`src/rtl/lcdcr_pkg.sv`:
```
/*
  Shared constants, encodings and carrier types of the LCD column/row driver core.
  Assumes one clock domain; every user includes nothing and names items as lcdcr_pkg::name.
*/
package lcdcr_pkg;

  // Output array geometry
  localparam int            NUM_OUT     = 160;
  localparam int            DATA_W      = 8;
  localparam int            SLOT_W      = 6;
  localparam int            IDX_W       = 8;
  localparam int            FIFO_DEPTH  = 8;

  // Window bounds as bit indexes (output N sits at index N-1)
  localparam logic [7:0]    IDX_ZERO    = 8'h00;
  localparam logic [7:0]    IDX_LO_80   = 8'h28;  // Output 41
  localparam logic [7:0]    IDX_HI_80   = 8'h77;  // Output 120
  localparam logic [7:0]    IDX_HI_160  = 8'h9f;  // Output 160

  // Bits per captured word
  localparam logic [3:0]    BITS_WIDE   = 4'h8;
  localparam logic [3:0]    BITS_NARROW = 4'h4;

  // Last slot number of the first latch bank for each mode pair
  localparam logic [5:0]    SLOT_FIRST      = 6'h00;
  localparam logic [5:0]    SLOT_LAST_160W8 = 6'h13;  // Twenty 8-bit slots
  localparam logic [5:0]    SLOT_LAST_160W4 = 6'h27;  // Forty 4-bit slots
  localparam logic [5:0]    SLOT_LAST_80W8  = 6'h09;
  localparam logic [5:0]    SLOT_LAST_80W4  = 6'h13;
  localparam logic [5:0]    SLOT_STEP       = 6'h01;

  // Drive level codes: V1/V2 selected, V3/V4 nonselected
  typedef enum logic [1:0] {LVL_V1, LVL_V2, LVL_V3, LVL_V4} lcdcr_level_t;

  // Capture sequencer states
  typedef enum logic [1:0] {ST_IDLE, ST_CAPTURE, ST_STANDBY} lcdcr_state_t;

  // All pin inputs, synchronised together so strobe and data stay aligned
  typedef struct packed {
    logic [DATA_W-1:0] data;
    logic              enable_n;
    logic              ac_phase;
    logic              shift_dir;
    logic              width_sel;
    logic              func_sel;
    logic              count_sel;
    logic              line_stb;
    logic              shift_stb;
  } lcdcr_pins_t;

  // One captured word with the slot that the selector gave it
  typedef struct packed {
    logic [SLOT_W-1:0] slot;
    logic [DATA_W-1:0] data;
  } lcdcr_word_t;

  localparam int WORD_W = $bits(lcdcr_word_t);

endpackage : lcdcr_pkg

```
`src/rtl/lcdcr_core.sv`:
```
/*
  Digital core of a 160-output LCD driver, column or row function.
  Pins arrive asynchronously and are sampled on ref_clk (25 MHz); strobe edges are found
  after synchronisation, so strobe high and low times must each exceed three clock periods.
  Captured words pass an 8-word FIFO into the first latch bank.
*/
// Behaviour
// - Each output picks one of four levels from AC phase and its bit.
// - Column mode: second latch copies first bank on falling line strobe.
// - Row mode: second latch is a shift register fed from enable input.
// - Direction high shifts bit 1 toward 160; low shifts 160 toward 1.
// - Count select high: only outputs 41 to 120 ever change their display bit.
// - Wide mode: twenty 8-bit slots (ten at 80 outputs) capture all eight data inputs.
// - Narrow mode: forty 4-bit slots (twenty at 80 outputs) capture data inputs 0 to 3.
// - Selector is a 6-bit up/down counter stepping on shift strobe.
// - When the first bank is full, latching stops to save power.
// - Capture only while enable is low, one word per falling shift strobe.
// - Full line: enter standby and drive chain output low.
// - 160 outputs: direction low maps first bit to output 1, high reverses.
// - 80 outputs: direction low maps first bit to output 41, high reverses.
// - Row 160 mode: chain output is scan input delayed 160 edges.
// - Row 80 mode: scan uses outputs 41 to 120, delay 80 edges.
// - Column mode: enable high blocks capture, low allows it.
// - Bit one drives the on level, bit zero the off level.
`timescale 1ns/1ps
module lcdcr_core (
  input  wire logic                   ref_clk,             // Core clock, 25 MHz
  input  wire logic                   rst_n,               // Asynchronous reset, active low
  input  wire logic                   clk_en,              // Freezes all state while low
  input  wire logic                   line_strobe,         // Line transfer strobe pin
  input  wire logic                   shift_strobe,        // Data shift strobe pin
  input  wire logic                   enable_in_n,         // Chain enable / scan data in
  input  wire logic                   ac_phase,            // Alternating drive phase pin
  input  wire logic [7:0]             display_data_in,     // Display data pins
  input  wire logic                   shift_direction,     // Shift direction pin
  input  wire logic                   input_width_select,  // High 8-bit, low 4-bit
  input  wire logic                   function_select,     // High column, low row
  input  wire logic                   output_count_select, // Low 160, high 80 outputs
  output logic                        chain_enable_out_n,  // Chain enable / scan out
  output logic                        capture_ready,       // FIFO has room for a word
  output logic                        standby,             // Line captured, latching idle
  output lcdcr_pkg::lcdcr_level_t [lcdcr_pkg::NUM_OUT-1:0] drive_outputs // Level codes
);
  localparam int N = lcdcr_pkg::NUM_OUT;

  lcdcr_pkg::lcdcr_pins_t  pins_raw;
  lcdcr_pkg::lcdcr_pins_t  pins_s1;
  lcdcr_pkg::lcdcr_pins_t  pins_s2;
  logic                    shift_d;
  logic                    line_d;
  logic                    shift_fall;
  logic                    line_fall;
  logic                    col;
  logic                    dir;
  logic [7:0]              idx_lo;
  logic [7:0]              idx_hi;
  logic [3:0]              wbits;
  logic [5:0]              slot_last;
  logic [5:0]              slot_start;
  logic [5:0]              slot_now;
  lcdcr_pkg::lcdcr_state_t st;
  lcdcr_pkg::lcdcr_state_t next_st;
  logic [5:0]              sel;
  logic [5:0]              next_sel;
  logic                    chain_col;
  logic                    next_chain_col;
  logic                    push;
  lcdcr_pkg::lcdcr_word_t  fifo_in;
  lcdcr_pkg::lcdcr_word_t  fifo_out;
  logic                    fifo_in_ready;
  logic                    fifo_out_valid;
  logic                    fifo_out_ready;
  logic [N-1:0]            lat1;
  logic [N-1:0]            next_lat1;
  logic [N-1:0]            lat2;
  logic [N-1:0]            next_lat2;

  // Gather pins so one two-stage synchroniser keeps data aligned with its strobe
  assign pins_raw = '{data: display_data_in, enable_n: enable_in_n, ac_phase: ac_phase,
                      shift_dir: shift_direction, width_sel: input_width_select,
                      func_sel: function_select, count_sel: output_count_select,
                      line_stb: line_strobe, shift_stb: shift_strobe};

  // Synchroniser; the edge detectors read only the second stage
  always_ff @(posedge ref_clk or negedge rst_n) begin
    if (!rst_n) begin
      pins_s1 <= '0;
      pins_s2 <= '0;
      shift_d <= 1'b0;
      line_d  <= 1'b0;
    end else if (clk_en) begin
      pins_s1 <= pins_raw;
      pins_s2 <= pins_s1;
      shift_d <= pins_s2.shift_stb;
      line_d  <= pins_s2.line_stb;
    end
  end

  assign shift_fall = shift_d && !pins_s2.shift_stb;
  assign line_fall  = line_d && !pins_s2.line_stb;
  assign col        = pins_s2.func_sel;
  assign dir        = pins_s2.shift_dir;

  // Mode-dependent geometry of the active window and the slot range
  always_comb begin
    idx_lo = pins_s2.count_sel ? lcdcr_pkg::IDX_LO_80 : lcdcr_pkg::IDX_ZERO;
    idx_hi = pins_s2.count_sel ? lcdcr_pkg::IDX_HI_80 : lcdcr_pkg::IDX_HI_160;
    wbits  = pins_s2.width_sel ? lcdcr_pkg::BITS_WIDE : lcdcr_pkg::BITS_NARROW;
    case ({pins_s2.count_sel, pins_s2.width_sel})
      2'b01:   slot_last = lcdcr_pkg::SLOT_LAST_160W8;
      2'b00:   slot_last = lcdcr_pkg::SLOT_LAST_160W4;
      2'b11:   slot_last = lcdcr_pkg::SLOT_LAST_80W8;
      default: slot_last = lcdcr_pkg::SLOT_LAST_80W4;
    endcase
    // Counting down from the top slot reverses the output order
    slot_start = dir ? slot_last : lcdcr_pkg::SLOT_FIRST;
    slot_now   = (st == lcdcr_pkg::ST_IDLE) ? slot_start : sel;
  end

  // Capture sequencer: selector counter, standby and the column chain enable
  always_comb begin
    next_st        = st;
    next_sel       = sel;
    next_chain_col = chain_col;
    push           = 1'b0;
    if (!col) begin
      next_st        = lcdcr_pkg::ST_IDLE;
      next_sel       = slot_start;
      next_chain_col = 1'b1;
    end else if (line_fall) begin
      // A new line restarts the selector and wakes the stage
      next_st        = lcdcr_pkg::ST_IDLE;
      next_sel       = slot_start;
      next_chain_col = 1'b1;
    end else begin
      case (st)
        lcdcr_pkg::ST_IDLE,
        lcdcr_pkg::ST_CAPTURE: begin
          if (st == lcdcr_pkg::ST_IDLE) begin
            next_sel = slot_start;
          end
          // A full FIFO drops the word, so capture_ready must be watched upstream
          if (shift_fall && !pins_s2.enable_n && fifo_in_ready) begin
            push    = 1'b1;
            next_st = lcdcr_pkg::ST_CAPTURE;
            if (slot_now == (dir ? lcdcr_pkg::SLOT_FIRST : slot_last)) begin
              next_st        = lcdcr_pkg::ST_STANDBY;
              next_chain_col = 1'b0;
            end else begin
              next_sel = dir ? slot_now - lcdcr_pkg::SLOT_STEP
                             : slot_now + lcdcr_pkg::SLOT_STEP;
            end
          end
        end
        lcdcr_pkg::ST_STANDBY: begin
          next_st = lcdcr_pkg::ST_STANDBY;
        end
        default: begin
          next_st = lcdcr_pkg::ST_IDLE;
        end
      endcase
    end
  end

  always_ff @(posedge ref_clk or negedge rst_n) begin
    if (!rst_n) begin
      st        <= lcdcr_pkg::ST_IDLE;
      sel       <= lcdcr_pkg::SLOT_FIRST;
      chain_col <= 1'b1;
    end else if (clk_en) begin
      st        <= next_st;
      sel       <= next_sel;
      chain_col <= next_chain_col;
    end
  end

  assign fifo_in = '{slot: slot_now, data: pins_s2.data};
  // Drain stalls while the line transfer reads the bank, so no write races the copy
  assign fifo_out_ready = !line_fall;

  lcdcr_fifo #(
    .WIDTH (lcdcr_pkg::WORD_W),
    .DEPTH (lcdcr_pkg::FIFO_DEPTH)
  ) u_fifo (
    .ref_clk   (ref_clk),
    .rst_n     (rst_n),
    .clk_en    (clk_en),
    .in_data   (fifo_in),
    .in_valid  (push),
    .in_ready  (fifo_in_ready),
    .out_data  (fifo_out),
    .out_valid (fifo_out_valid),
    .out_ready (fifo_out_ready)
  );

  // First latch bank: a drained word lands at its slot, bit order set by direction
  always_comb begin
    int off;
    off       = 0;
    next_lat1 = lat1;
    if (fifo_out_valid && fifo_out_ready) begin
      for (int k = 0; k < lcdcr_pkg::DATA_W; k++) begin
        if (k < int'(wbits)) begin
          off = int'(idx_lo) + int'(fifo_out.slot) * int'(wbits)
              + (dir ? int'(wbits) - 1 - k : k);
          if (off < N) begin
            next_lat1[off] = fifo_out.data[k];
          end
        end
      end
    end
  end

  // Second latch: parallel copy in column mode, scan shift register in row mode
  always_comb begin
    next_lat2 = lat2;
    for (int i = 0; i < N; i++) begin
      if (i >= int'(idx_lo) && i <= int'(idx_hi)) begin
        if (col) begin
          if (line_fall) begin
            next_lat2[i] = lat1[i];
          end
        end else if (shift_fall) begin
          if (dir) begin
            next_lat2[i] = (i == int'(idx_lo)) ? pins_s2.enable_n
                                               : lat2[(i == 0) ? 0 : i - 1];
          end else begin
            next_lat2[i] = (i == int'(idx_hi)) ? pins_s2.enable_n
                                               : lat2[(i == N - 1) ? i : i + 1];
          end
        end
      end
    end
  end

  always_ff @(posedge ref_clk or negedge rst_n) begin
    if (!rst_n) begin
      lat1 <= '0;
      lat2 <= '0;
    end else if (clk_en) begin
      lat1 <= next_lat1;
      lat2 <= next_lat2;
    end
  end

  // Row mode passes on the bit leaving the window end; line length sets the delay
  assign chain_enable_out_n = col ? chain_col
                                  : (dir ? lat2[idx_hi] : lat2[idx_lo]);
  assign capture_ready      = fifo_in_ready;
  assign standby            = (st == lcdcr_pkg::ST_STANDBY);

  // One level selector per output
  for (genvar g = 0; g < N; g++) begin : g_out
    lcdcr_lvl_cell u_cell (
      .ref_clk  (ref_clk),
      .rst_n    (rst_n),
      .clk_en   (clk_en),
      .ac_phase (pins_s2.ac_phase),
      .disp_bit (lat2[g]),
      .level    (drive_outputs[g])
    );
  end
endmodule : lcdcr_core

```
`src/rtl/lcdcr_fifo.sv`:
```
/*
  Small synchronous FIFO with valid/ready on both sides.
  Assumes a single clock, active-low asynchronous reset and a freezing clock enable.
*/
`timescale 1ns/1ps
module lcdcr_fifo #(
  parameter int WIDTH = 14,
  parameter int DEPTH = 8
) (
  input  wire logic             ref_clk,    // Core clock
  input  wire logic             rst_n,      // Asynchronous reset, active low
  input  wire logic             clk_en,     // Freezes all state while low
  input  wire logic [WIDTH-1:0] in_data,    // Word to store
  input  wire logic             in_valid,   // Store request
  output logic                  in_ready,   // Room for a word
  output logic [WIDTH-1:0]      out_data,   // Oldest word
  output logic                  out_valid,  // A word is waiting
  input  wire logic             out_ready   // Drain side takes the word
);
  localparam int PW = $clog2(DEPTH);
  localparam int CW = $clog2(DEPTH + 1);

  logic [WIDTH-1:0] mem [DEPTH];
  logic [PW-1:0]    wr_ptr;
  logic [PW-1:0]    rd_ptr;
  logic [CW-1:0]    count;
  logic [PW-1:0]    next_wr_ptr;
  logic [PW-1:0]    next_rd_ptr;
  logic [CW-1:0]    next_count;
  logic             do_wr;
  logic             do_rd;

  // Full and empty come straight from the occupancy count
  assign in_ready  = (count != CW'(DEPTH));
  assign out_valid = (count != '0);
  assign out_data  = mem[rd_ptr];
  assign do_wr     = in_valid && in_ready;
  assign do_rd     = out_valid && out_ready;

  // Pointer and count update; wrap is explicit so DEPTH need not be a power of two
  always_comb begin
    next_wr_ptr = wr_ptr;
    next_rd_ptr = rd_ptr;
    next_count  = count;
    if (do_wr) begin
      next_wr_ptr = (wr_ptr == PW'(DEPTH - 1)) ? '0 : wr_ptr + PW'(1);
    end
    if (do_rd) begin
      next_rd_ptr = (rd_ptr == PW'(DEPTH - 1)) ? '0 : rd_ptr + PW'(1);
    end
    if (do_wr && !do_rd) begin
      next_count = count + CW'(1);
    end else if (do_rd && !do_wr) begin
      next_count = count - CW'(1);
    end
  end

  always_ff @(posedge ref_clk or negedge rst_n) begin
    if (!rst_n) begin
      wr_ptr <= '0;
      rd_ptr <= '0;
      count  <= '0;
    end else if (clk_en) begin
      wr_ptr <= next_wr_ptr;
      rd_ptr <= next_rd_ptr;
      count  <= next_count;
    end
  end

  // Storage has no reset; only words behind a valid count are ever read
  always_ff @(posedge ref_clk) begin
    if (clk_en && do_wr) begin
      mem[wr_ptr] <= in_data;
    end
  end

endmodule : lcdcr_fifo

```
`src/rtl/lcdcr_lvl_cell.sv`:
```
/*
  One drive output: picks a level code from the AC phase and its display bit.
  Assumes both inputs are already on the core clock.
*/
`timescale 1ns/1ps
module lcdcr_lvl_cell (
  input  wire logic            ref_clk,   // Core clock
  input  wire logic            rst_n,     // Asynchronous reset, active low
  input  wire logic            clk_en,    // Freezes state while low
  input  wire logic            ac_phase,  // Alternating drive phase
  input  wire logic            disp_bit,  // Display bit held for this output
  output lcdcr_pkg::lcdcr_level_t level   // Registered level code
);
  lcdcr_pkg::lcdcr_level_t next_level;

  // Four levels from two inputs; phase swaps polarity so the panel sees no DC
  always_comb begin
    case ({disp_bit, ac_phase})
      2'b11:   next_level = lcdcr_pkg::LVL_V1;
      2'b10:   next_level = lcdcr_pkg::LVL_V2;
      2'b01:   next_level = lcdcr_pkg::LVL_V4;
      default: next_level = lcdcr_pkg::LVL_V3;
    endcase
  end

  always_ff @(posedge ref_clk or negedge rst_n) begin
    if (!rst_n) begin
      level <= lcdcr_pkg::LVL_V3;
    end else if (clk_en) begin
      level <= next_level;
    end
  end
endmodule : lcdcr_lvl_cell

```
`config.mk`:
```
export PLATFORM = sky130hd
export DESIGN_NAME = lcdcr_core
export DESIGN_NICKNAME = d
export VERILOG_FILES = /design/src/rtl/lcdcr_pkg.sv /design/src/rtl/lcdcr_core.sv /design/src/rtl/lcdcr_fifo.sv /design/src/rtl/lcdcr_lvl_cell.sv
export SDC_FILE = /design/constraint.sdc
export NUM_CORES = 2
export LEC_CHECK = 0
export BUFFER_PORTS_ARGS = -buffer_cell sky130_fd_sc_hd__clkbuf_2
export CORE_MARGIN = 4
export CORE_UTILIZATION = 40
export CTS_BUF_LIST = sky130_fd_sc_hd__clkbuf_8
export CTS_CLUSTER_SIZE = 10
export DETAILED_ROUTE_END_ITERATION = 8
export PLACE_DENSITY_LB_ADDON = 0.15
export SLEW_MARGIN = 20
export SYNTH_ARGS = -nofsm -noshare
export SYNTH_HDL_FRONTEND = slang
export SYNTH_SLANG_ARGS = --single-unit
```
`constraint.sdc`:
```
create_clock -name ref_clk -period 8.8 [get_ports ref_clk]
set_clock_uncertainty 0.05 [all_clocks]
set_input_delay 1.32 -clock ref_clk [delete_from_list [all_inputs] [get_ports ref_clk]]
set_output_delay 1.32 -clock ref_clk [all_outputs]
set_load 0.02 [all_outputs]
```
==> summary.md <==
The run finished with clean final reports. The clock tree synthesis step divided the H-tree into 4 levels. The first global-routing pass estimated 223000 um of wire. The power density over cell area works out to 365 mW/mm2. In this run, the number of DRC markers left after iteration 0 of detailed routing was 3226. The worst hold path begins at pins_s1[6]. The number of buffers and inverters on the critical path is 3. In this run the remaining antenna-violating nets after routing total 0. The most instantiated flip-flop cell in the synthesis netlist is sky130_fd_sc_hd__dfrtp_1.

The die is 345 um wide. Of the total power, the clock network draws 19.1%. The HPWL reported at the end of detailed placement was 100000 um; the final setup TNS was 0 ns.

The via count is 36.6k. In this run, synthesis inferred 112 flip-flops with an integrated enable. The routed design has 147000 um of wire.

The logs give 8.85 mW for the switching component of the power and 46.5% for the combinational share of power. The achievable frequency is 122 MHz, and the area of the mapped netlist is 0.0454 mm2. The portion of the post-synthesis area used by sequential elements is 46.1%, and the highest net fanout along the worst path is 8. The startpoint identified for the worst register-to-register timing path is u_fifo.rd_ptr[0].

Yosys mapped the design onto 98 distinct sky130hd cell types. The maximum vdd drop came out at 259 uV. After layout, the minimum clock period comes to 8.23 ns.

Using the TritonRoute via totals, the vias-per-cell ratio works out to 5.59. After detailed routing, the number of remaining DRC violations is 0. The tools report the destination of the worst register-to-register timing path as lat1[115].

During placement, the flow inserted port buffers numbering 341. The synthesis-to-layout area growth came out at 15.3%. Measured against its own limit, the worst slew margin works out to 21.7%.

For this design the static power due to leakage is 22.4 nW. TritonCTS built the clock tree. After synthesis, the largest area contributor takes up 29.3% of total cell area.

For this design, the sink count on the clock tree is 805. The number of cell instances on the worst register-to-register path was 33; the initial antenna violation count was 4. The tools report the end of the critical path as lat1[115].

The total chip power was 19.1 mW; the endpoint required time on the critical path was 9.50 ns. The logs give 0.57 ns for the worst setup slack for register-to-register paths and 0 for the number of hold violations in the final report. In the final layout, the share of cells above drive strength 1 is 23.0%. Global routing finished with a remaining overflow of 0.

At the worst endpoint, the arrival time is 8.93 ns. The slowest cell on the critical path is sky130_fd_sc_hd__or4_1. For the deepest clock path buffer count, the log shows 3.

The launch point of the worst path is u_fifo.rd_ptr[0]. Most repeated library cell on the critical path: sky130_fd_sc_hd__ha_1. Hold timing on the final database bottoms out at a slack of 0.435 ns. For this design the top-level I/O count stands at 342. The class of the most critical hold timing path was reg -> reg. The net count of the finished layout is 5294. The cell count after synthesis came out at 4546.

The reported max-cap violation count was 0; the area used by multi-input combinational logic was 0.0227 mm2. The internal portion of total power came out at 10.3 mW. Starting utilization of the core area: 40.3%. For the worst-skew pair, the clock arrives at the later sink with an insertion delay of 0.87 ns. The total area inside the core boundary comes to 0.113 mm2.

STA classifies the critical path startpoint as a register. The largest single stage delay on the critical path is 0.55 ns. After filler insertion, the fill cell instance count of the layout stands at 10.8k. Before antenna repair, the detailed router went through 6 iterations.

The die is 345 um tall. The cell type contributing the most total cell area after synthesis was sky130_fd_sc_hd__dfrtp_1. Broken down by cell family, the worst path's largest delay share belongs to adder cells. Sequential cells account for 34.3% of the total power. The routed length per placed instance came out at 22.5 um. For the area enclosed by the die boundary, the log shows 0.119 mm2. Type of the worst setup path: reg -> reg.

A synthesized cell averages 9.98 um2. After clock tree synthesis, the clock-pin slew on the worst setup and hold paths is 0.07 ns. The logs give 35.5k for the via count of the first global-routing pass and 0 for the total of hold buffers inserted after clock tree synthesis. For the pin with the worst max-slew slack, the measured transition is 1.17 ns. Counting the buffers created by CTS gives 150.

The worst setup path is captured at a register. Routability-driven placement finished with a final weighted congestion of 1.00. Total track usage: 24.3%. The critical path depth in cells was 33; the fraction of power spent switching nets was 46.3%.

Entering global routing, the biggest net connects 168 pins. Counting flops and latches in the post-synthesis netlist gives 805. Counting flops with an async set or reset pin after synthesis yields a share of 86.1%. The final number of max-transition violations came out at 0. After synthesis, the cell types taking the most area are sky130_fd_sc_hd__dfrtp_1, sky130_fd_sc_hd__ha_1, sky130_fd_sc_hd__dfstp_2, sky130_fd_sc_hd__edfxtp_1, sky130_fd_sc_hd__mux2i_1.

Registers take 0.0209 mm2. Cell chosen for the clock root: sky130_fd_sc_hd__clkbuf_8. Row generation in the floorplan step produced 123 rows. Period utilization: 93.5%. For the number of endpoints failing setup at the final stage, the log shows 0. The Yosys step of the flow raised 0 warnings.
## area by class of cell
cell class                 instances  area share [%]
antenna                            6          0.0287
clock buffer                     179            4.71
clock inverter                    97            1.09
inverter                         206            1.49
multi-input combinational       3250            43.4
sequential                       805            40.0
tap                             1500            3.59
timing repair buffer             494            5.71
## logic make-up (layout without fill, tap and decap cells)
group | Yosys count | count (layout) | synth area share (%)
fa+ha+maj | 368 | 368 | 10.2
other cells | 1 | 10 | 0.00826
compound gates | 1089 | 1089 | 14.6
buf+inv | 494 | 976 | 4.18
flops | 805 | 805 | 46.1
simple gates | 1268 | 1268 | 12.1
mux | 498 | 498 | 12.4
xor+xnor | 23 | 23 | 0.460
## stage by stage
stage / area (um2) / std cells / utilization, % / worst slack [ns]
floorplan: 45400 / 4549 / - / -0.100
global placement: 49200 / 6249 / 43.7 / 0.446
detailed placement: 49200 / 6249 / 43.7 / 0.342
CTS: 52200 / 6525 / 46.4 / 0.232
global route: 52300 / 6534 / 46.4 / -0.0130
finish: 52300 / 6537 / 46.5 / 0.574
## worst reg2reg max path, delay by kind of cell (launching register included)
kind,cells,cell delay (ns)
compound gates,10,2.08
fa+ha+maj,7,2.16
buf+inv,3,0.47
flops,1,0.52
mux,2,0.69
simple gates,11,2.14
## how the worst min path moves through the flow
stage / endpoint / slack, ns / depth (start not counted)
finish: pins_s2[6] / 0.43 / 2
global route: g_out[124].u_cell.level[1] / 0.44 / 2
detailed placement: pins_s2[6] / 0.42 / 2
CTS: fifo_in[5] / 0.44 / 1
floorplan: pins_s2[6] / 0.40 / 2
global placement: pins_s2[6] / 0.41 / 2
## power by group through the flow
stage | Sequential, mW | Clock (mW) | Combinational, mW
4_1_cts | 6.60 | 3.77 | 8.77
3_5_place_dp | 6.65 | 0 | 8.74
6_report | 6.56 | 3.66 | 8.89
2_1_floorplan | 6.88 | 0 | 5.10
5_1_grt | 6.75 | 3.95 | 9.72
3_3_place_gp | 6.64 | 0 | 8.67
## state kept, by name (all words and copies together) (netlist names), 4 cells and up
| signal | cells |
|---|---|
| u_fifo.count | 4 |
| fifo_in | 8 |
| lat2 | 160 |
| g_out.u_cell.level | 320 |
| u_fifo.mem | 112 |
| lat1 | 160 |
| pins_s2 | 6 |
| sel | 6 |
| pins_s1 | 16 |
## per-layer routing
layer	track usage, %	vias up	part of all wire [%]
met4	9.09	0	3.8
met1	33.6	17900	44
met3	4.61	357	6.8
li1	-	17000	-
met5	0	-	0
met2	38.1	1323	45
## cells in the final DEF (no fill, tap or decap), types with 12 or more instances in the layout
cell type,synthesis,routed
sky130_fd_sc_hd__dfstp_2,161,161
sky130_fd_sc_hd__and3_1,13,13
sky130_fd_sc_hd__mux2i_1,272,271
sky130_fd_sc_hd__clkinv_2,0,13
sky130_fd_sc_hd__and2_1,27,27
sky130_fd_sc_hd__nand2_1,317,317
sky130_fd_sc_hd__o22ai_1,119,118
sky130_fd_sc_hd__nand4_1,25,25
sky130_fd_sc_hd__edfxtp_1,112,112
sky130_fd_sc_hd__clkbuf_2,0,339
sky130_fd_sc_hd__nand3_1,52,52
sky130_fd_sc_hd__clkbuf_8,0,179
sky130_fd_sc_hd__nor2_1,638,634
sky130_fd_sc_hd__o221ai_1,22,22
sky130_fd_sc_hd__mux4_2,31,31
sky130_fd_sc_hd__buf_4,3,143
sky130_fd_sc_hd__a221oi_1,19,19
sky130_fd_sc_hd__or3_1,15,15
sky130_fd_sc_hd__a21oi_1,470,468
sky130_fd_sc_hd__dfrtp_1,532,527
sky130_fd_sc_hd__nand2b_1,23,22
sky130_fd_sc_hd__a31oi_1,20,20
sky130_fd_sc_hd__o32ai_1,18,18
sky130_fd_sc_hd__a211oi_1,63,63
sky130_fd_sc_hd__nor3_1,74,73
sky130_fd_sc_hd__mux2_2,195,195
sky130_fd_sc_hd__inv_1,201,258
sky130_fd_sc_hd__xnor2_1,12,12
sky130_fd_sc_hd__ha_1,364,363
sky130_fd_sc_hd__o31ai_1,20,20
sky130_fd_sc_hd__o21ai_0,204,204
sky130_fd_sc_hd__nor4_1,27,26
## cells in the mapped netlist (all sizes together), types with 9 or more instances
cell / count
nand3: 55
and3: 13
mux2: 195
o22ai: 119
dfrtp: 532
xnor2: 13
and2: 28
a31oi: 20
ha: 364
dfstp: 161
nand4: 25
clkbuf: 215
nor2b: 9
a22oi: 11
nor4: 28
o31ai: 22
o31a: 11
a221oi: 19
a21o: 10
inv: 203
nand2b: 23
o32ai: 19
nor2: 639
mux4: 31
nand2: 317
a211oi: 63
mux2i: 272
xor2: 10
buf: 73
nor3: 85
a21oi: 470
edfxtp: 112
or3: 15
o221ai: 22
o21ai: 211
## what timing repair did
item / in CTS / in global routing
endpoints found under the hold margin: 0 / 0
resized for setup: 0 / 7
setup buffers: 0 / 6
setup endpoints to repair: 0 / 41
(Power assumes the default switching activity.)
